File: src/logic/uart_page_pkg.sv
// Constants, types and page decoding for one serial channel's paged register map
//
// Overview of operation
// - Each channel has own set; three address lines
// - Page 0: interrupt enable read/write at 1h
// - Page 0 at 0h: write transmit, read receive
// - Pages 0-1 2h: write fifo control, read status
// - Page 1 at 0h/1h: divisor low/high bytes
// - Pages 0-1: 5h line, 6h modem status
// - Pages 0-1: 7h scratch pad, no side effect
// - Line control at 3h in every page
// - Modem control at 4h in pages 0-2
// - Page 2 at 1h: write-only global mask
// - Page 2: 2h global status, 0h unmapped
// - Page 2: 5h/6h read fifo fill counts
// - Page 2: 7h reads flow control status
// - Line control BFh: page select at 0h
// - Page 3: 1h auto toggle, 2h enhanced
// - Page 3: 4h-7h resume and pause characters
// - Page 4: 1h additional feature, 2h resend count
// - Page 4: 4h/5h transmit and receive triggers
// - Page 4: 6h/7h upper and lower thresholds

package uart_page_pkg;

  // Offsets; each slot except 3h is shared by different registers across the pages
  localparam logic [2:0] OFS_DATA    = 3'h0;
  localparam logic [2:0] OFS_ENABLE  = 3'h1;
  localparam logic [2:0] OFS_FIFO    = 3'h2;
  localparam logic [2:0] OFS_LINE    = 3'h3;
  localparam logic [2:0] OFS_MODEM   = 3'h4;
  localparam logic [2:0] OFS_LSTAT   = 3'h5;
  localparam logic [2:0] OFS_MSTAT   = 3'h6;
  localparam logic [2:0] OFS_SCRATCH = 3'h7;

  localparam logic [7:0] LINE_PAGE_KEY    = 8'hbf;
  localparam int         LINE_DIV_BIT     = 7;
  localparam int         MODEM_PAGE2_BIT  = 6;
  localparam int         SELECT_PAGE4_BIT = 0;
  localparam logic [7:0] UNMAPPED_READ    = 8'h00;
  localparam logic [7:0] RESET_BYTE       = 8'h00;

  typedef enum logic [4:0] {
    PAGE0 = 5'b00001,
    PAGE1 = 5'b00010,
    PAGE2 = 5'b00100,
    PAGE3 = 5'b01000,
    PAGE4 = 5'b10000
  } page_t;

  typedef struct packed {
    logic       cs;
    logic       rd;
    logic       wr;
    logic [2:0] addr;
    logic [7:0] wdata;
  } bus_req_t;

  typedef struct packed {
    logic [7:0] line_control;
    logic [7:0] modem_control;
    logic [7:0] int_enable;
    logic [7:0] divisor_low;
    logic [7:0] divisor_high;
    logic [7:0] scratch_pad;
    logic [7:0] page_select;
    logic [7:0] auto_toggle_control;
    logic [7:0] enhanced_feature;
    logic [7:0] resume_char_1;
    logic [7:0] resume_char_2;
    logic [7:0] pause_char_1;
    logic [7:0] pause_char_2;
    logic [7:0] additional_feature;
    logic [7:0] pause_resend_count;
    logic [7:0] tx_trigger_level;
    logic [7:0] rx_trigger_level;
    logic [7:0] flow_upper_threshold;
    logic [7:0] flow_lower_threshold;
  } cfg_t;

  typedef struct packed {
    logic [7:0] rx_buffer;
    logic [7:0] int_status;
    logic [7:0] line_status;
    logic [7:0] modem_status;
    logic [7:0] global_int_status;
    logic [7:0] tx_fifo_count;
    logic [7:0] rx_fifo_count;
    logic [7:0] flow_status;
  } status_t;

  typedef struct packed {
    logic       tx_load;
    logic       fifo_load;
    logic       mask_load;
    logic       rx_pop;
    logic [7:0] data;
  } strobe_t;

  typedef struct packed {
    cfg_t       cfg;
    strobe_t    strb;
    logic [7:0] rdata;
  } state_t;

  localparam state_t STATE_RESET = '{
    cfg:   {19{RESET_BYTE}},
    strb:  '{tx_load: 1'b0, fifo_load: 1'b0, mask_load: 1'b0, rx_pop: 1'b0, data: RESET_BYTE},
    rdata: RESET_BYTE
  };

  // Key value wins over the divisor bit, since BFh has bit 7 set
  function automatic page_t page_of(input logic [7:0] line, input logic [7:0] modem,
                                    input logic [7:0] sel);
    page_t p;
    if (line == LINE_PAGE_KEY)
      p = sel[SELECT_PAGE4_BIT] ? PAGE4 : PAGE3;
    else if (line[LINE_DIV_BIT])
      p = PAGE1;
    else
      p = modem[MODEM_PAGE2_BIT] ? PAGE2 : PAGE0;
    return p;
  endfunction

endpackage

File: src/logic/uart_page_regs.sv
// Paged register bank and access decoder for one serial channel
`timescale 1ns/1ps
`default_nettype none

module uart_page_regs (
  // Clock and reset
  input  wire logic                   sys_clk,
  input  wire logic                   rst,
  // Host register access
  input  wire uart_page_pkg::bus_req_t bus,
  output logic [7:0]                  rdata,
  // Channel state read back by the host
  input  wire uart_page_pkg::status_t status,
  // Stored settings and access pulses toward the channel
  output uart_page_pkg::cfg_t         cfg,
  output uart_page_pkg::strobe_t      strb,
  output uart_page_pkg::page_t        page
);

  uart_page_pkg::state_t st_r;
  uart_page_pkg::state_t st_nxt;
  uart_page_pkg::page_t  pg;
  logic                  wr_en;
  logic                  rd_en;
  logic [7:0]            rd_val;

  assign wr_en = bus.cs && bus.wr;
  assign rd_en = bus.cs && bus.rd;
  assign pg    = uart_page_pkg::page_of(st_r.cfg.line_control, st_r.cfg.modem_control,
                                        st_r.cfg.page_select);

  // Read mux; holes fall through to the constant
  always_comb begin
    rd_val = uart_page_pkg::UNMAPPED_READ;
    if (bus.addr == uart_page_pkg::OFS_LINE) begin
      rd_val = st_r.cfg.line_control;
    end else begin
      case (pg)
        uart_page_pkg::PAGE0, uart_page_pkg::PAGE1: begin
          if (bus.addr == uart_page_pkg::OFS_DATA)
            rd_val = (pg == uart_page_pkg::PAGE0) ? status.rx_buffer
                                                  : st_r.cfg.divisor_low;
          else if (bus.addr == uart_page_pkg::OFS_ENABLE)
            rd_val = (pg == uart_page_pkg::PAGE0) ? st_r.cfg.int_enable
                                                  : st_r.cfg.divisor_high;
          else if (bus.addr == uart_page_pkg::OFS_FIFO)
            rd_val = status.int_status;
          else if (bus.addr == uart_page_pkg::OFS_MODEM)
            rd_val = st_r.cfg.modem_control;
          else if (bus.addr == uart_page_pkg::OFS_LSTAT)
            rd_val = status.line_status;
          else if (bus.addr == uart_page_pkg::OFS_MSTAT)
            rd_val = status.modem_status;
          else if (bus.addr == uart_page_pkg::OFS_SCRATCH)
            rd_val = st_r.cfg.scratch_pad;
        end
        uart_page_pkg::PAGE2: begin
          // Offset 0h and the write-only mask both read as the constant
          if (bus.addr == uart_page_pkg::OFS_FIFO)
            rd_val = status.global_int_status;
          else if (bus.addr == uart_page_pkg::OFS_MODEM)
            rd_val = st_r.cfg.modem_control;
          else if (bus.addr == uart_page_pkg::OFS_LSTAT)
            rd_val = status.tx_fifo_count;
          else if (bus.addr == uart_page_pkg::OFS_MSTAT)
            rd_val = status.rx_fifo_count;
          else if (bus.addr == uart_page_pkg::OFS_SCRATCH)
            rd_val = status.flow_status;
        end
        uart_page_pkg::PAGE3: begin
          if (bus.addr == uart_page_pkg::OFS_DATA)
            rd_val = st_r.cfg.page_select;
          else if (bus.addr == uart_page_pkg::OFS_ENABLE)
            rd_val = st_r.cfg.auto_toggle_control;
          else if (bus.addr == uart_page_pkg::OFS_FIFO)
            rd_val = st_r.cfg.enhanced_feature;
          else if (bus.addr == uart_page_pkg::OFS_MODEM)
            rd_val = st_r.cfg.resume_char_1;
          else if (bus.addr == uart_page_pkg::OFS_LSTAT)
            rd_val = st_r.cfg.resume_char_2;
          else if (bus.addr == uart_page_pkg::OFS_MSTAT)
            rd_val = st_r.cfg.pause_char_1;
          else if (bus.addr == uart_page_pkg::OFS_SCRATCH)
            rd_val = st_r.cfg.pause_char_2;
        end
        uart_page_pkg::PAGE4: begin
          if (bus.addr == uart_page_pkg::OFS_DATA)
            rd_val = st_r.cfg.page_select;
          else if (bus.addr == uart_page_pkg::OFS_ENABLE)
            rd_val = st_r.cfg.additional_feature;
          else if (bus.addr == uart_page_pkg::OFS_FIFO)
            rd_val = st_r.cfg.pause_resend_count;
          else if (bus.addr == uart_page_pkg::OFS_MODEM)
            rd_val = st_r.cfg.tx_trigger_level;
          else if (bus.addr == uart_page_pkg::OFS_LSTAT)
            rd_val = st_r.cfg.rx_trigger_level;
          else if (bus.addr == uart_page_pkg::OFS_MSTAT)
            rd_val = st_r.cfg.flow_upper_threshold;
          else if (bus.addr == uart_page_pkg::OFS_SCRATCH)
            rd_val = st_r.cfg.flow_lower_threshold;
        end
        default: rd_val = uart_page_pkg::UNMAPPED_READ;
      endcase
    end
  end

  // Write decode; page is judged from the settings before this write lands
  always_comb begin
    st_nxt = st_r;
    st_nxt.strb.tx_load   = 1'b0;
    st_nxt.strb.fifo_load = 1'b0;
    st_nxt.strb.mask_load = 1'b0;
    st_nxt.strb.rx_pop    = 1'b0;
    if (rd_en) begin
      st_nxt.rdata = rd_val;
      // Only a receive read consumes a byte; status reads are side-effect free
      if (pg == uart_page_pkg::PAGE0 && bus.addr == uart_page_pkg::OFS_DATA)
        st_nxt.strb.rx_pop = 1'b1;
    end
    if (wr_en) begin
      st_nxt.strb.data = bus.wdata;
      if (bus.addr == uart_page_pkg::OFS_LINE) begin
        st_nxt.cfg.line_control = bus.wdata;
      end else begin
        case (pg)
          uart_page_pkg::PAGE0, uart_page_pkg::PAGE1: begin
            if (bus.addr == uart_page_pkg::OFS_DATA) begin
              if (pg == uart_page_pkg::PAGE0)
                st_nxt.strb.tx_load = 1'b1;
              else
                st_nxt.cfg.divisor_low = bus.wdata;
            end else if (bus.addr == uart_page_pkg::OFS_ENABLE) begin
              if (pg == uart_page_pkg::PAGE0)
                st_nxt.cfg.int_enable = bus.wdata;
              else
                st_nxt.cfg.divisor_high = bus.wdata;
            end else if (bus.addr == uart_page_pkg::OFS_FIFO) begin
              st_nxt.strb.fifo_load = 1'b1;
            end else if (bus.addr == uart_page_pkg::OFS_MODEM) begin
              st_nxt.cfg.modem_control = bus.wdata;
            end else if (bus.addr == uart_page_pkg::OFS_SCRATCH) begin
              st_nxt.cfg.scratch_pad = bus.wdata;
            end
          end
          uart_page_pkg::PAGE2: begin
            // Status offsets take no write; the page bit stays reachable at 4h
            if (bus.addr == uart_page_pkg::OFS_ENABLE)
              st_nxt.strb.mask_load = 1'b1;
            else if (bus.addr == uart_page_pkg::OFS_MODEM)
              st_nxt.cfg.modem_control = bus.wdata;
          end
          uart_page_pkg::PAGE3: begin
            if (bus.addr == uart_page_pkg::OFS_DATA)
              st_nxt.cfg.page_select = bus.wdata;
            else if (bus.addr == uart_page_pkg::OFS_ENABLE)
              st_nxt.cfg.auto_toggle_control = bus.wdata;
            else if (bus.addr == uart_page_pkg::OFS_FIFO)
              st_nxt.cfg.enhanced_feature = bus.wdata;
            else if (bus.addr == uart_page_pkg::OFS_MODEM)
              st_nxt.cfg.resume_char_1 = bus.wdata;
            else if (bus.addr == uart_page_pkg::OFS_LSTAT)
              st_nxt.cfg.resume_char_2 = bus.wdata;
            else if (bus.addr == uart_page_pkg::OFS_MSTAT)
              st_nxt.cfg.pause_char_1 = bus.wdata;
            else if (bus.addr == uart_page_pkg::OFS_SCRATCH)
              st_nxt.cfg.pause_char_2 = bus.wdata;
          end
          uart_page_pkg::PAGE4: begin
            if (bus.addr == uart_page_pkg::OFS_DATA)
              st_nxt.cfg.page_select = bus.wdata;
            else if (bus.addr == uart_page_pkg::OFS_ENABLE)
              st_nxt.cfg.additional_feature = bus.wdata;
            else if (bus.addr == uart_page_pkg::OFS_FIFO)
              st_nxt.cfg.pause_resend_count = bus.wdata;
            else if (bus.addr == uart_page_pkg::OFS_MODEM)
              st_nxt.cfg.tx_trigger_level = bus.wdata;
            else if (bus.addr == uart_page_pkg::OFS_LSTAT)
              st_nxt.cfg.rx_trigger_level = bus.wdata;
            else if (bus.addr == uart_page_pkg::OFS_MSTAT)
              st_nxt.cfg.flow_upper_threshold = bus.wdata;
            else if (bus.addr == uart_page_pkg::OFS_SCRATCH)
              st_nxt.cfg.flow_lower_threshold = bus.wdata;
          end
          default: st_nxt.cfg = st_r.cfg;
        endcase
      end
    end
  end

  always_ff @(posedge sys_clk or posedge rst) begin
    if (rst)
      st_r <= uart_page_pkg::STATE_RESET;
    else
      st_r <= st_nxt;
  end

  assign rdata = st_r.rdata;
  assign cfg   = st_r.cfg;
  assign strb  = st_r.strb;
  assign page  = pg;
endmodule

`default_nettype wire

File: config.mk
export PLATFORM = sky130hd
export DESIGN_NAME = uart_page_regs
export DESIGN_NICKNAME = d
export VERILOG_FILES = /design/src/logic/uart_page_pkg.sv /design/src/logic/uart_page_regs.sv
export SDC_FILE = /design/constraint.sdc
export NUM_CORES = 1
export LEC_CHECK = 0
export ABC_AREA = 1
export BUFFER_PORTS_ARGS = -buffer_cell sky130_fd_sc_hd__clkbuf_2
export CORE_ASPECT_RATIO = 1.25
export CORE_UTILIZATION = 52
export CTS_CLUSTER_SIZE = 40
export DETAILED_ROUTE_END_ITERATION = 12
export GPL_ROUTABILITY_DRIVEN = 0
export GPL_TIMING_DRIVEN = 0
export PLACE_DENSITY_LB_ADDON = 0.15
export SYNTH_ARGS = -nofsm -noshare
export SYNTH_HDL_FRONTEND = slang
export SYNTH_SLANG_ARGS = --single-unit
File: constraint.sdc
create_clock -name sys_clk -period 6.4 [get_ports sys_clk]
set_input_delay 0.32 -clock sys_clk [delete_from_list [all_inputs] [get_ports sys_clk]]
set_output_delay 0.32 -clock sys_clk [all_outputs]
set_load 0.01 [all_outputs]
==> results.cfg, run 1 <==
[critical_path]
path_class = flop to output port
slowest_stage = dfrtp_1
end_kind = output port
critPathBufInv = 3
worstPathMaxFanout = 10
crit_chain = inv_2 -> nor3_1 -> nand2_1 -> nor2_1 -> buf_4 -> clkbuf_2
crit_family = simple AND/OR/NAND/NOR gates
max_stage_delay_ps = 450
cp-start-kind = flop
cp.arrival_ps = 2000
crit_required_ps = 6080

[pwr]
leakagePower_uw = 0.005617
p_total_uw = 2810
ir_worst_vdd_mv = 0.1739
power.density_mw_per_mm2 = 261.9

[timing]
hold_ws_ps = 138.3
post-route-period-util = 0.3627
timing.final.ws_setup_ps = 4079
finalSetupViolCount = 0
fmax_ghz = 0.4308
slew_violations = 0
hold_viol_final = 0
min_period_ps = 2321
rsz0062_at_grt = no
tightestPinTransition_ps = 922.3
maxSlewHeadroom = 0.3852
finalClockSkew_ps = 7.239

[logic_synthesis]
synth_edf_count = 0
synthArstFlopShare = 1.000
ys.warnings.count = 0
ys_ff_latch = 172
synthCells = 1140
ys_types = 28
avgSynthCellArea_um2 = 7.491
ys_seq_area_frac = 0.5040
synthFlopType = dfrtp_1
syn_area_mm2 = 0.008539
syn_nets = 1220

[place]
io_buffers = 255
pre_cts_slack_ps = 3904
dp_hpwl_um = 24260

[floorplanning]
die_h_um = 145.3
die_w_um = 116.6
core_mm2 = 0.01614
placementRows = 52
die_area_mm2 = 0.01694
io_pins = 257
start_util = 0.5292

[detailed_routing]
detail_route.drc_violations = 0
vias = 9569
final_antenna_net_count = 0
dr.pass1.iters = 6
wl_um = 32740
wl_met3_um = 2908
wl_per_cell_um = 19.89
topRoutingLayerUsed = met4
wl_met2_um = 15450
wl_met1_um = 12140
via_per_inst = 5.813
detail_route.iter0.violations = 986

[cells_and_area]
post-route-util = 0.6649
most-common-layout-cells = 384 x nand2_1, 256 x clkbuf_2, 172 x dfrtp_1, 168 x o21ai_0, 103 x nor2_1
syn_to_final_growth_pct = 25.64
layout-drive-gt1-share = 0.2379
final_common_cell = nand2_1
nets = 1496

[cts]
htreeDepth = 4
cts_setup_buffers = 0
cts_num_sinks = 172
clockRootBuffer = clkbuf_16
ctsResizeCount = 0
cts_buffer_depth = 2
clkTransAtPathRegs_ps = 70
cts_tree = yes
clk_latency_ps = 440
numCtsBuffers = 17
ctsHoldBuffers = 1

[grt]
first_global_vias = 8853
antenna_found_initial = 0
grt_usage = 0.3948
grt.overflow.total = 0
grt_max_degree = 121
grt_pass1_wl_um = 48690

[job]
drv_cap = 0

[run_status]
run_status = complete, no violations

[hold_path]
holdCritPathClass = input pin to flop
[worst reg2reg max path, stage by stage (launching register included)]
cell and delay [ps]:
dfrtp_1 460, inv_1 120, nor2_1 300, inv_2 180, nand2_1 340, o21ai_1 210
nor2_4 220, buf_6 170, nand2_1 60, o21a_1 130
[sequential cells by signal, summed over array words and instances, names as in the netlist]
register	cells
rdata	8
strb	12
cfg	152
[per-stage QoR]
step           std cells  setup TNS, ps  area [um2]
6_report            1646              0       10730
5_1_grt             1645              0       10730
4_1_cts             1645              0       10730
3_5_place_dp        1612              0       10120
3_3_place_gp        1611         -70080       10090
2_1_floorplan       1140              0        8539
[report_power, final]
group          switching [uW]  internal, uW  leakage, uW
combinational             336           173      0.00301
sequential               75.0          1170      0.00231
clock                     463           595     0.000293
total                     874          1940      0.00562
[synthesized netlist by cell type (3+ instances only)]
library cell,count,area (um2)
inv_1,66,247.7
a21oi_1,46,230.2
buf_2,23,115.1
nor2_1,103,386.6
nor2_2,4,25.02
nor3_1,8,40.04
dfrtp_1,172,4304
o21ai_0,168,840.8
nand3_1,45,225.2
clkbuf_1,40,150.1
nand4_1,28,175.2
a21o_1,3,22.52
o22ai_1,7,43.79
or2_0,3,18.77
o21a_1,8,60.06
buf_4,3,22.52
or2_2,10,62.56
inv_2,5,18.77
nand2_1,384,1441
[final timing paths]
path                            depth (start not counted)  startpoint       end  slack (ps)
max in group asynchronous                               4         rst  cfg[115]        5030
worst min-delay path                                    3     bus[12]   strb[8]         140
worst max register to register                          9    cfg[142]  cfg[143]        4120
worst max-delay path                                    6    cfg[151]   page[4]        4080
min in group asynchronous                               3         rst   strb[7]         440
worst min register to register                          2     strb[4]   strb[4]         500
[cell type report]
class,count,area (um2)
Fill cell,1493,5406
Sequential cell,172,4304
Multi-Input combinational cell,827,3650
Timing Repair Buffer,257,1314
Clock buffer,19,442.9
Buffer,69,315.3
Inverter,72,277.8
Tap cell,216,270.3
Clock inverter,13,152.6
Antenna cell,1,2.502
[routing by layer]
layer,track usage,vias to the layer above
li1,-,4249
met1,0.4980,4552
met2,0.6183,630
met3,0.05973,138
met4,0.2696,0
met5,0,-
[logic make-up (layout without fill, tap and decap cells)]
group           Yosys count  count (layout)  share of synthesized area
compound gates          237             237                     0.1443
other cells               0               1                          0
buf+inv                 141             430                    0.06857
simple gates            590             590                     0.2831
flops                   172             172                     0.5040
Note: power is estimated with default switching activity, not from simulation.
==> run 2, diff against run 1 <==
--- a/config.mk
+++ b/config.mk
@@ -8,7 +8,7 @@
 export ABC_AREA = 1
 export BUFFER_PORTS_ARGS = -buffer_cell sky130_fd_sc_hd__clkbuf_2
 export CORE_ASPECT_RATIO = 1.25
-export CORE_UTILIZATION = 52
+export CORE_UTILIZATION = 47
 export CTS_CLUSTER_SIZE = 40
 export DETAILED_ROUTE_END_ITERATION = 12
 export GPL_ROUTABILITY_DRIVEN = 0
==> constraint.sdc (replaced) <==
create_clock -name sys_clk -period 2 [get_ports sys_clk]
set_input_delay 0.1 -clock sys_clk [delete_from_list [all_inputs] [get_ports sys_clk]]
set_output_delay 0.1 -clock sys_clk [all_outputs]
set_load 0.01 [all_outputs]
==> results.cfg, run 2 (same netlist as run 1, synthesis figures left out) <==
[job]
drv_cap = 0

[cts]
cts_buffer_depth = 2
clockRootBuffer = clkbuf_16
numCtsBuffers = 17
clkTransAtPathRegs_ps = 70
cts_num_sinks = 172
clk_latency_ps = 440
htreeDepth = 4
cts_tree = yes

[critical_path]
cp-start-kind = flop
crit_path_start = cfg[151]
cp.arrival_ps = 2220
crit_required_ps = 2280
path_class = flop to flop
reg2reg_slack_ps = 60
crit_end = cfg[119]
end_kind = flop
r2r_end = cfg[119]
regToRegStartpoint = cfg[151]
reg2reg_depth = 9
worstPathMaxFanout = 10

[pwr]
p_total_uw = 9148
ir_worst_vdd_mv = 0.5010
leakagePower_uw = 0.005732
power.density_mw_per_mm2 = 830.9

[floorplanning]
placementRows = 54
start_util = 0.4842
core_mm2 = 0.01763
die_h_um = 152.7
io_pins = 257
die_area_mm2 = 0.01872
die_w_um = 122.6

[cells_and_area]
register_area_mm2 = 0.004307
fin_area_mm2 = 0.01101
final_common_cell = nand2_1
syn_to_final_growth_pct = 28.92
most-common-layout-cells = 377 x nand2_1, 258 x clkbuf_2, 170 x dfrtp_1, 168 x o21ai_0, 99 x nor2_1
nets = 1511
multi_input_area_mm2 = 0.003754
n_fill_cell = 1666
largest_reg_flops = 152
n_antenna_cell = 0
layout-drive-gt1-share = 0.2599

[grt]
grt_busiest_layer = met2
grt_max_degree = 43
first_global_vias = 8787
met3_usage = 0.06662
use_met1 = 0.4638
grt_pass1_wl_um = 50160
antenna_found_initial = 1
grt.overflow.total = 0
grt_usage = 0.3681
met2_usage = 0.5848

[timing]
finalClockSkew_ps = 10.93
post-route-period-util = 0.9704
tns_ps = 0
maxSlewHeadroom = 0.3880
finalSetupViolCount = 0
slew_violations = 0
tightestPinTransition_ps = 918.0
timing.final.ws_setup_ps = 59.20
min_period_ps = 1941
fmax_ghz = 0.5153
hold_viol_final = 0

[detailed_routing]
vias = 9544
via_per_inst = 5.725
wl_um = 34010
detail_route.drc_violations = 0
wl_per_cell_um = 20.40
dr.pass1.iters = 8
final_antenna_net_count = 0
detail_route.iter0.violations = 960

[run_status]
run_status = complete, no violations

[place]
pre_cts_slack_ps = -314.5
dp_hpwl_um = 24960
io_buffers = 255
placedInstanceArea_mm2 = 0.01018

[hold_path]
holdCritPathClass = input pin to flop
[run 2: worst min path at each step]
stage | slack, ps | from | end | depth (start not counted)
floorplan | 250 | bus[13] | strb[8] | 2
global placement | 350 | bus[12] | strb[8] | 3
detailed placement | 260 | rst | cfg[140] | 2
CTS | 180 | status[62] | rdata[6] | 7
global route | 240 | status[62] | rdata[6] | 7
finish | 190 | status[62] | rdata[6] | 7
[run 2: repair_timing]
item                                   4_1_cts  5_1_grt
gates cloned                                 0        0
pin swaps                                    0        5
gates resized for setup                     13       28
setup endpoints to repair                   81      124
endpoints found under the hold margin       29        0
buffers inserted                             0       10
hold buffers                                 3        0
[run 2: where the power goes]
group / switching [uW] / internal (uW)
Sequential: 244 / 3740
Combinational: 1130 / 612
Clock: 1450 / 1980
Total: 2820 / 6330
[run 2: area by class of cell]
cell class | instances | area share
sequential | 172 | 0.3912
multi-input combinational | 827 | 0.3409
timing repair buffer | 272 | 0.1327
clock buffer | 23 | 0.04432
buffer | 69 | 0.03012
inverter | 72 | 0.02546
tap | 224 | 0.02546
clock inverter | 8 | 0.009774
[run 2: critical path, cell delays in order, from the launching register on]
cell and delay, ps:
dfrtp_2 460, inv_2 140, nor3_4 50, nand2_4 140, clkinvlp_4 190, nor2_4 200, nand3_2 210, buf_2 230
nand2_1 60, o21ai_0 80
[run 2: metal layers]
| metal | wire length (um) | vias to the layer above |
|---|---|---|
| met4 | 2064 | 0 |
| met5 | 0 | - |
| met2 | 16200 | 621 |
| li1 | - | 4280 |
| met1 | 12600 | 4505 |
| met3 | 3134 | 138 |
[run 2: stage by stage]
| stage | std cells | hold WS (ps) | utilization |
|---|---|---|---|
| 2_1_floorplan | 1140 | 245.5 | - |
| 3_3_place_gp | 1619 | 352.8 | 0.5727 |
| 3_5_place_dp | 1623 | 260.7 | 0.5773 |
| 4_1_cts | 1657 | 180.4 | 0.6145 |
| 5_1_grt | 1667 | 238.2 | 0.6243 |
| 6_report | 1667 | 188.8 | 0.6243 |
==> run 3, diff against run 2 <==
--- a/config.mk
+++ b/config.mk
@@ -13,6 +13,7 @@
 export DETAILED_ROUTE_END_ITERATION = 12
 export GPL_ROUTABILITY_DRIVEN = 0
 export GPL_TIMING_DRIVEN = 0
+export MAX_ROUTING_LAYER = met4
 export PLACE_DENSITY_LB_ADDON = 0.15
 export SYNTH_ARGS = -nofsm -noshare
 export SYNTH_HDL_FRONTEND = slang
==> results.cfg, run 3 (same netlist as run 1, synthesis figures left out) <==
[critical_path]
max_stage_delay_ps = 460
crit_chain = inv_2 -> nor3_4 -> nand2_4 -> clkinvlp_4 -> nor2_4 -> nand3_2 -> buf_2 -> nand2_1 -> o21ai_0
end_kind = flop
crit_required_ps = 2270
path_class = flop to flop
worstPathMaxFanout = 10
slowest_stage = dfrtp_2
cp-start-kind = flop
critPathBufInv = 3
crit_family = simple AND/OR/NAND/NOR gates
cp.arrival_ps = 2190

[detailed_routing]
final_antenna_net_count = 0
dr.pass1.iters = 7
detail_route.iter0.violations = 997
wl_um = 33880
wl_per_cell_um = 20.32
vias = 9489
via_per_inst = 5.692
detail_route.drc_violations = 0

[place]
dp_hpwl_um = 24960
pre_cts_slack_ps = -314.5
place_inst = 1623
placedInstanceArea_mm2 = 0.01018
io_buffers = 255

[grt]
grt_usage = 0.3788
antenna_found_initial = 1
grt.overflow.total = 0
grt_max_degree = 43
grt_pass1_wl_um = 50170
met2_usage = 0.5853
met3_usage = 0.05951
first_global_vias = 8812
grt_busiest_layer = met2
use_met1 = 0.4670

[cells_and_area]
post-route-util = 0.6243
multi_input_area_mm2 = 0.003754
final_common_cell = nand2_1
syn_to_final_growth_pct = 28.92
stdcell_count = 1667
register_area_mm2 = 0.004307
largest_reg_flops = 152
layout-drive-gt1-share = 0.2599
nets = 1511
fin_area_mm2 = 0.01101
n_antenna_cell = 0
most-common-layout-cells = 377 x nand2_1, 258 x clkbuf_2, 170 x dfrtp_1, 168 x o21ai_0, 99 x nor2_1
n_fill_cell = 1666

[pwr]
ir_worst_vdd_mv = 0.4916
leakagePower_uw = 0.005732
power.density_mw_per_mm2 = 827.6

[cts]
cts_tree = yes
clkTransAtPathRegs_ps = 70
cts_buffer_depth = 2
htreeDepth = 4
cts_num_sinks = 172
numCtsBuffers = 17
clk_latency_ps = 440
clockRootBuffer = clkbuf_16

[floorplanning]
die_w_um = 122.6
core_mm2 = 0.01763
die_area_mm2 = 0.01872
die_h_um = 152.7
start_util = 0.4842
placementRows = 54
io_pins = 257

[timing]
hold_ws_ps = 204.8
hold_viol_final = 0
finalClockSkew_ps = 10.07
min_period_ps = 1919
finalSetupViolCount = 0
tightestPinTransition_ps = 932.7
slew_violations = 0
maxSlewHeadroom = 0.3782
timing.final.ws_setup_ps = 81.41
post-route-period-util = 0.9593
fmax_ghz = 0.5212

[hold_path]
holdCritPathClass = input pin to flop

[job]
drv_cap = 0

[run_status]
run_status = complete, no violations
-- run 3: cell counts in the layout (fill, tap and decap cells not counted) --
Identical to the previous run, type by type.
-- run 3: final cells by class --
class | instances | area share
Timing Repair Buffer | 272 | 0.1327
Multi-Input combinational cell | 827 | 0.3409
Tap cell | 224 | 0.02546
Inverter | 72 | 0.02546
Clock inverter | 8 | 0.009774
Clock buffer | 23 | 0.04432
Buffer | 69 | 0.03012
Sequential cell | 172 | 0.3912
-- run 3: worst reg2reg max path: stages (launching register included) --
cell	delay, ps
dfrtp_2	460
inv_2	140
nor3_4	60
nand2_4	140
clkinvlp_4	190
nor2_4	190
nand3_2	200
buf_2	240
nand2_1	60
o21ai_0	80
-- run 3: final timing paths --
kind	from	endpoint	slack, ps	cells after the start
worst max-delay path	cfg[151]	cfg[119]	80	9
worst min-delay path	status[62]	rdata[6]	200	7
worst max register to register	cfg[151]	cfg[119]	80	9
worst min register to register	strb[7]	strb[7]	490	2
max in group asynchronous	rst	strb[1]	790	5
min in group asynchronous	rst	cfg[140]	340	3
-- run 3: metrics by stage --
stage	total power, uW	TNS [ps]
finish	9112	0
global route	9447	-36.12
CTS	9016	-188.0
detailed placement	5652	-7413
global placement	5602	-244370
floorplan	4864	-51030
-- run 3: routing by layer --
metal,routed length (um),vias up
met3,2880,129
met2,16200,593
li1,-,4282
met1,12720,4485
met4,2078,0
met5,0,-
-- run 3: timing repair --
action | CTS | global route
pin swaps | 0 | 5
endpoints found under the setup margin | 81 | 124
hold endpoints to repair | 29 | 0
buffers inserted | 0 | 10
hold buffers | 3 | 0
resized for setup | 13 | 28
-- run 3: where the power goes --
group | switching (uW) | total [uW] | internal (uW)
clock | 1410 | 3380 | 1980
sequential | 243 | 3980 | 3740
combinational | 1130 | 1750 | 612
total | 2790 | 9110 | 6330
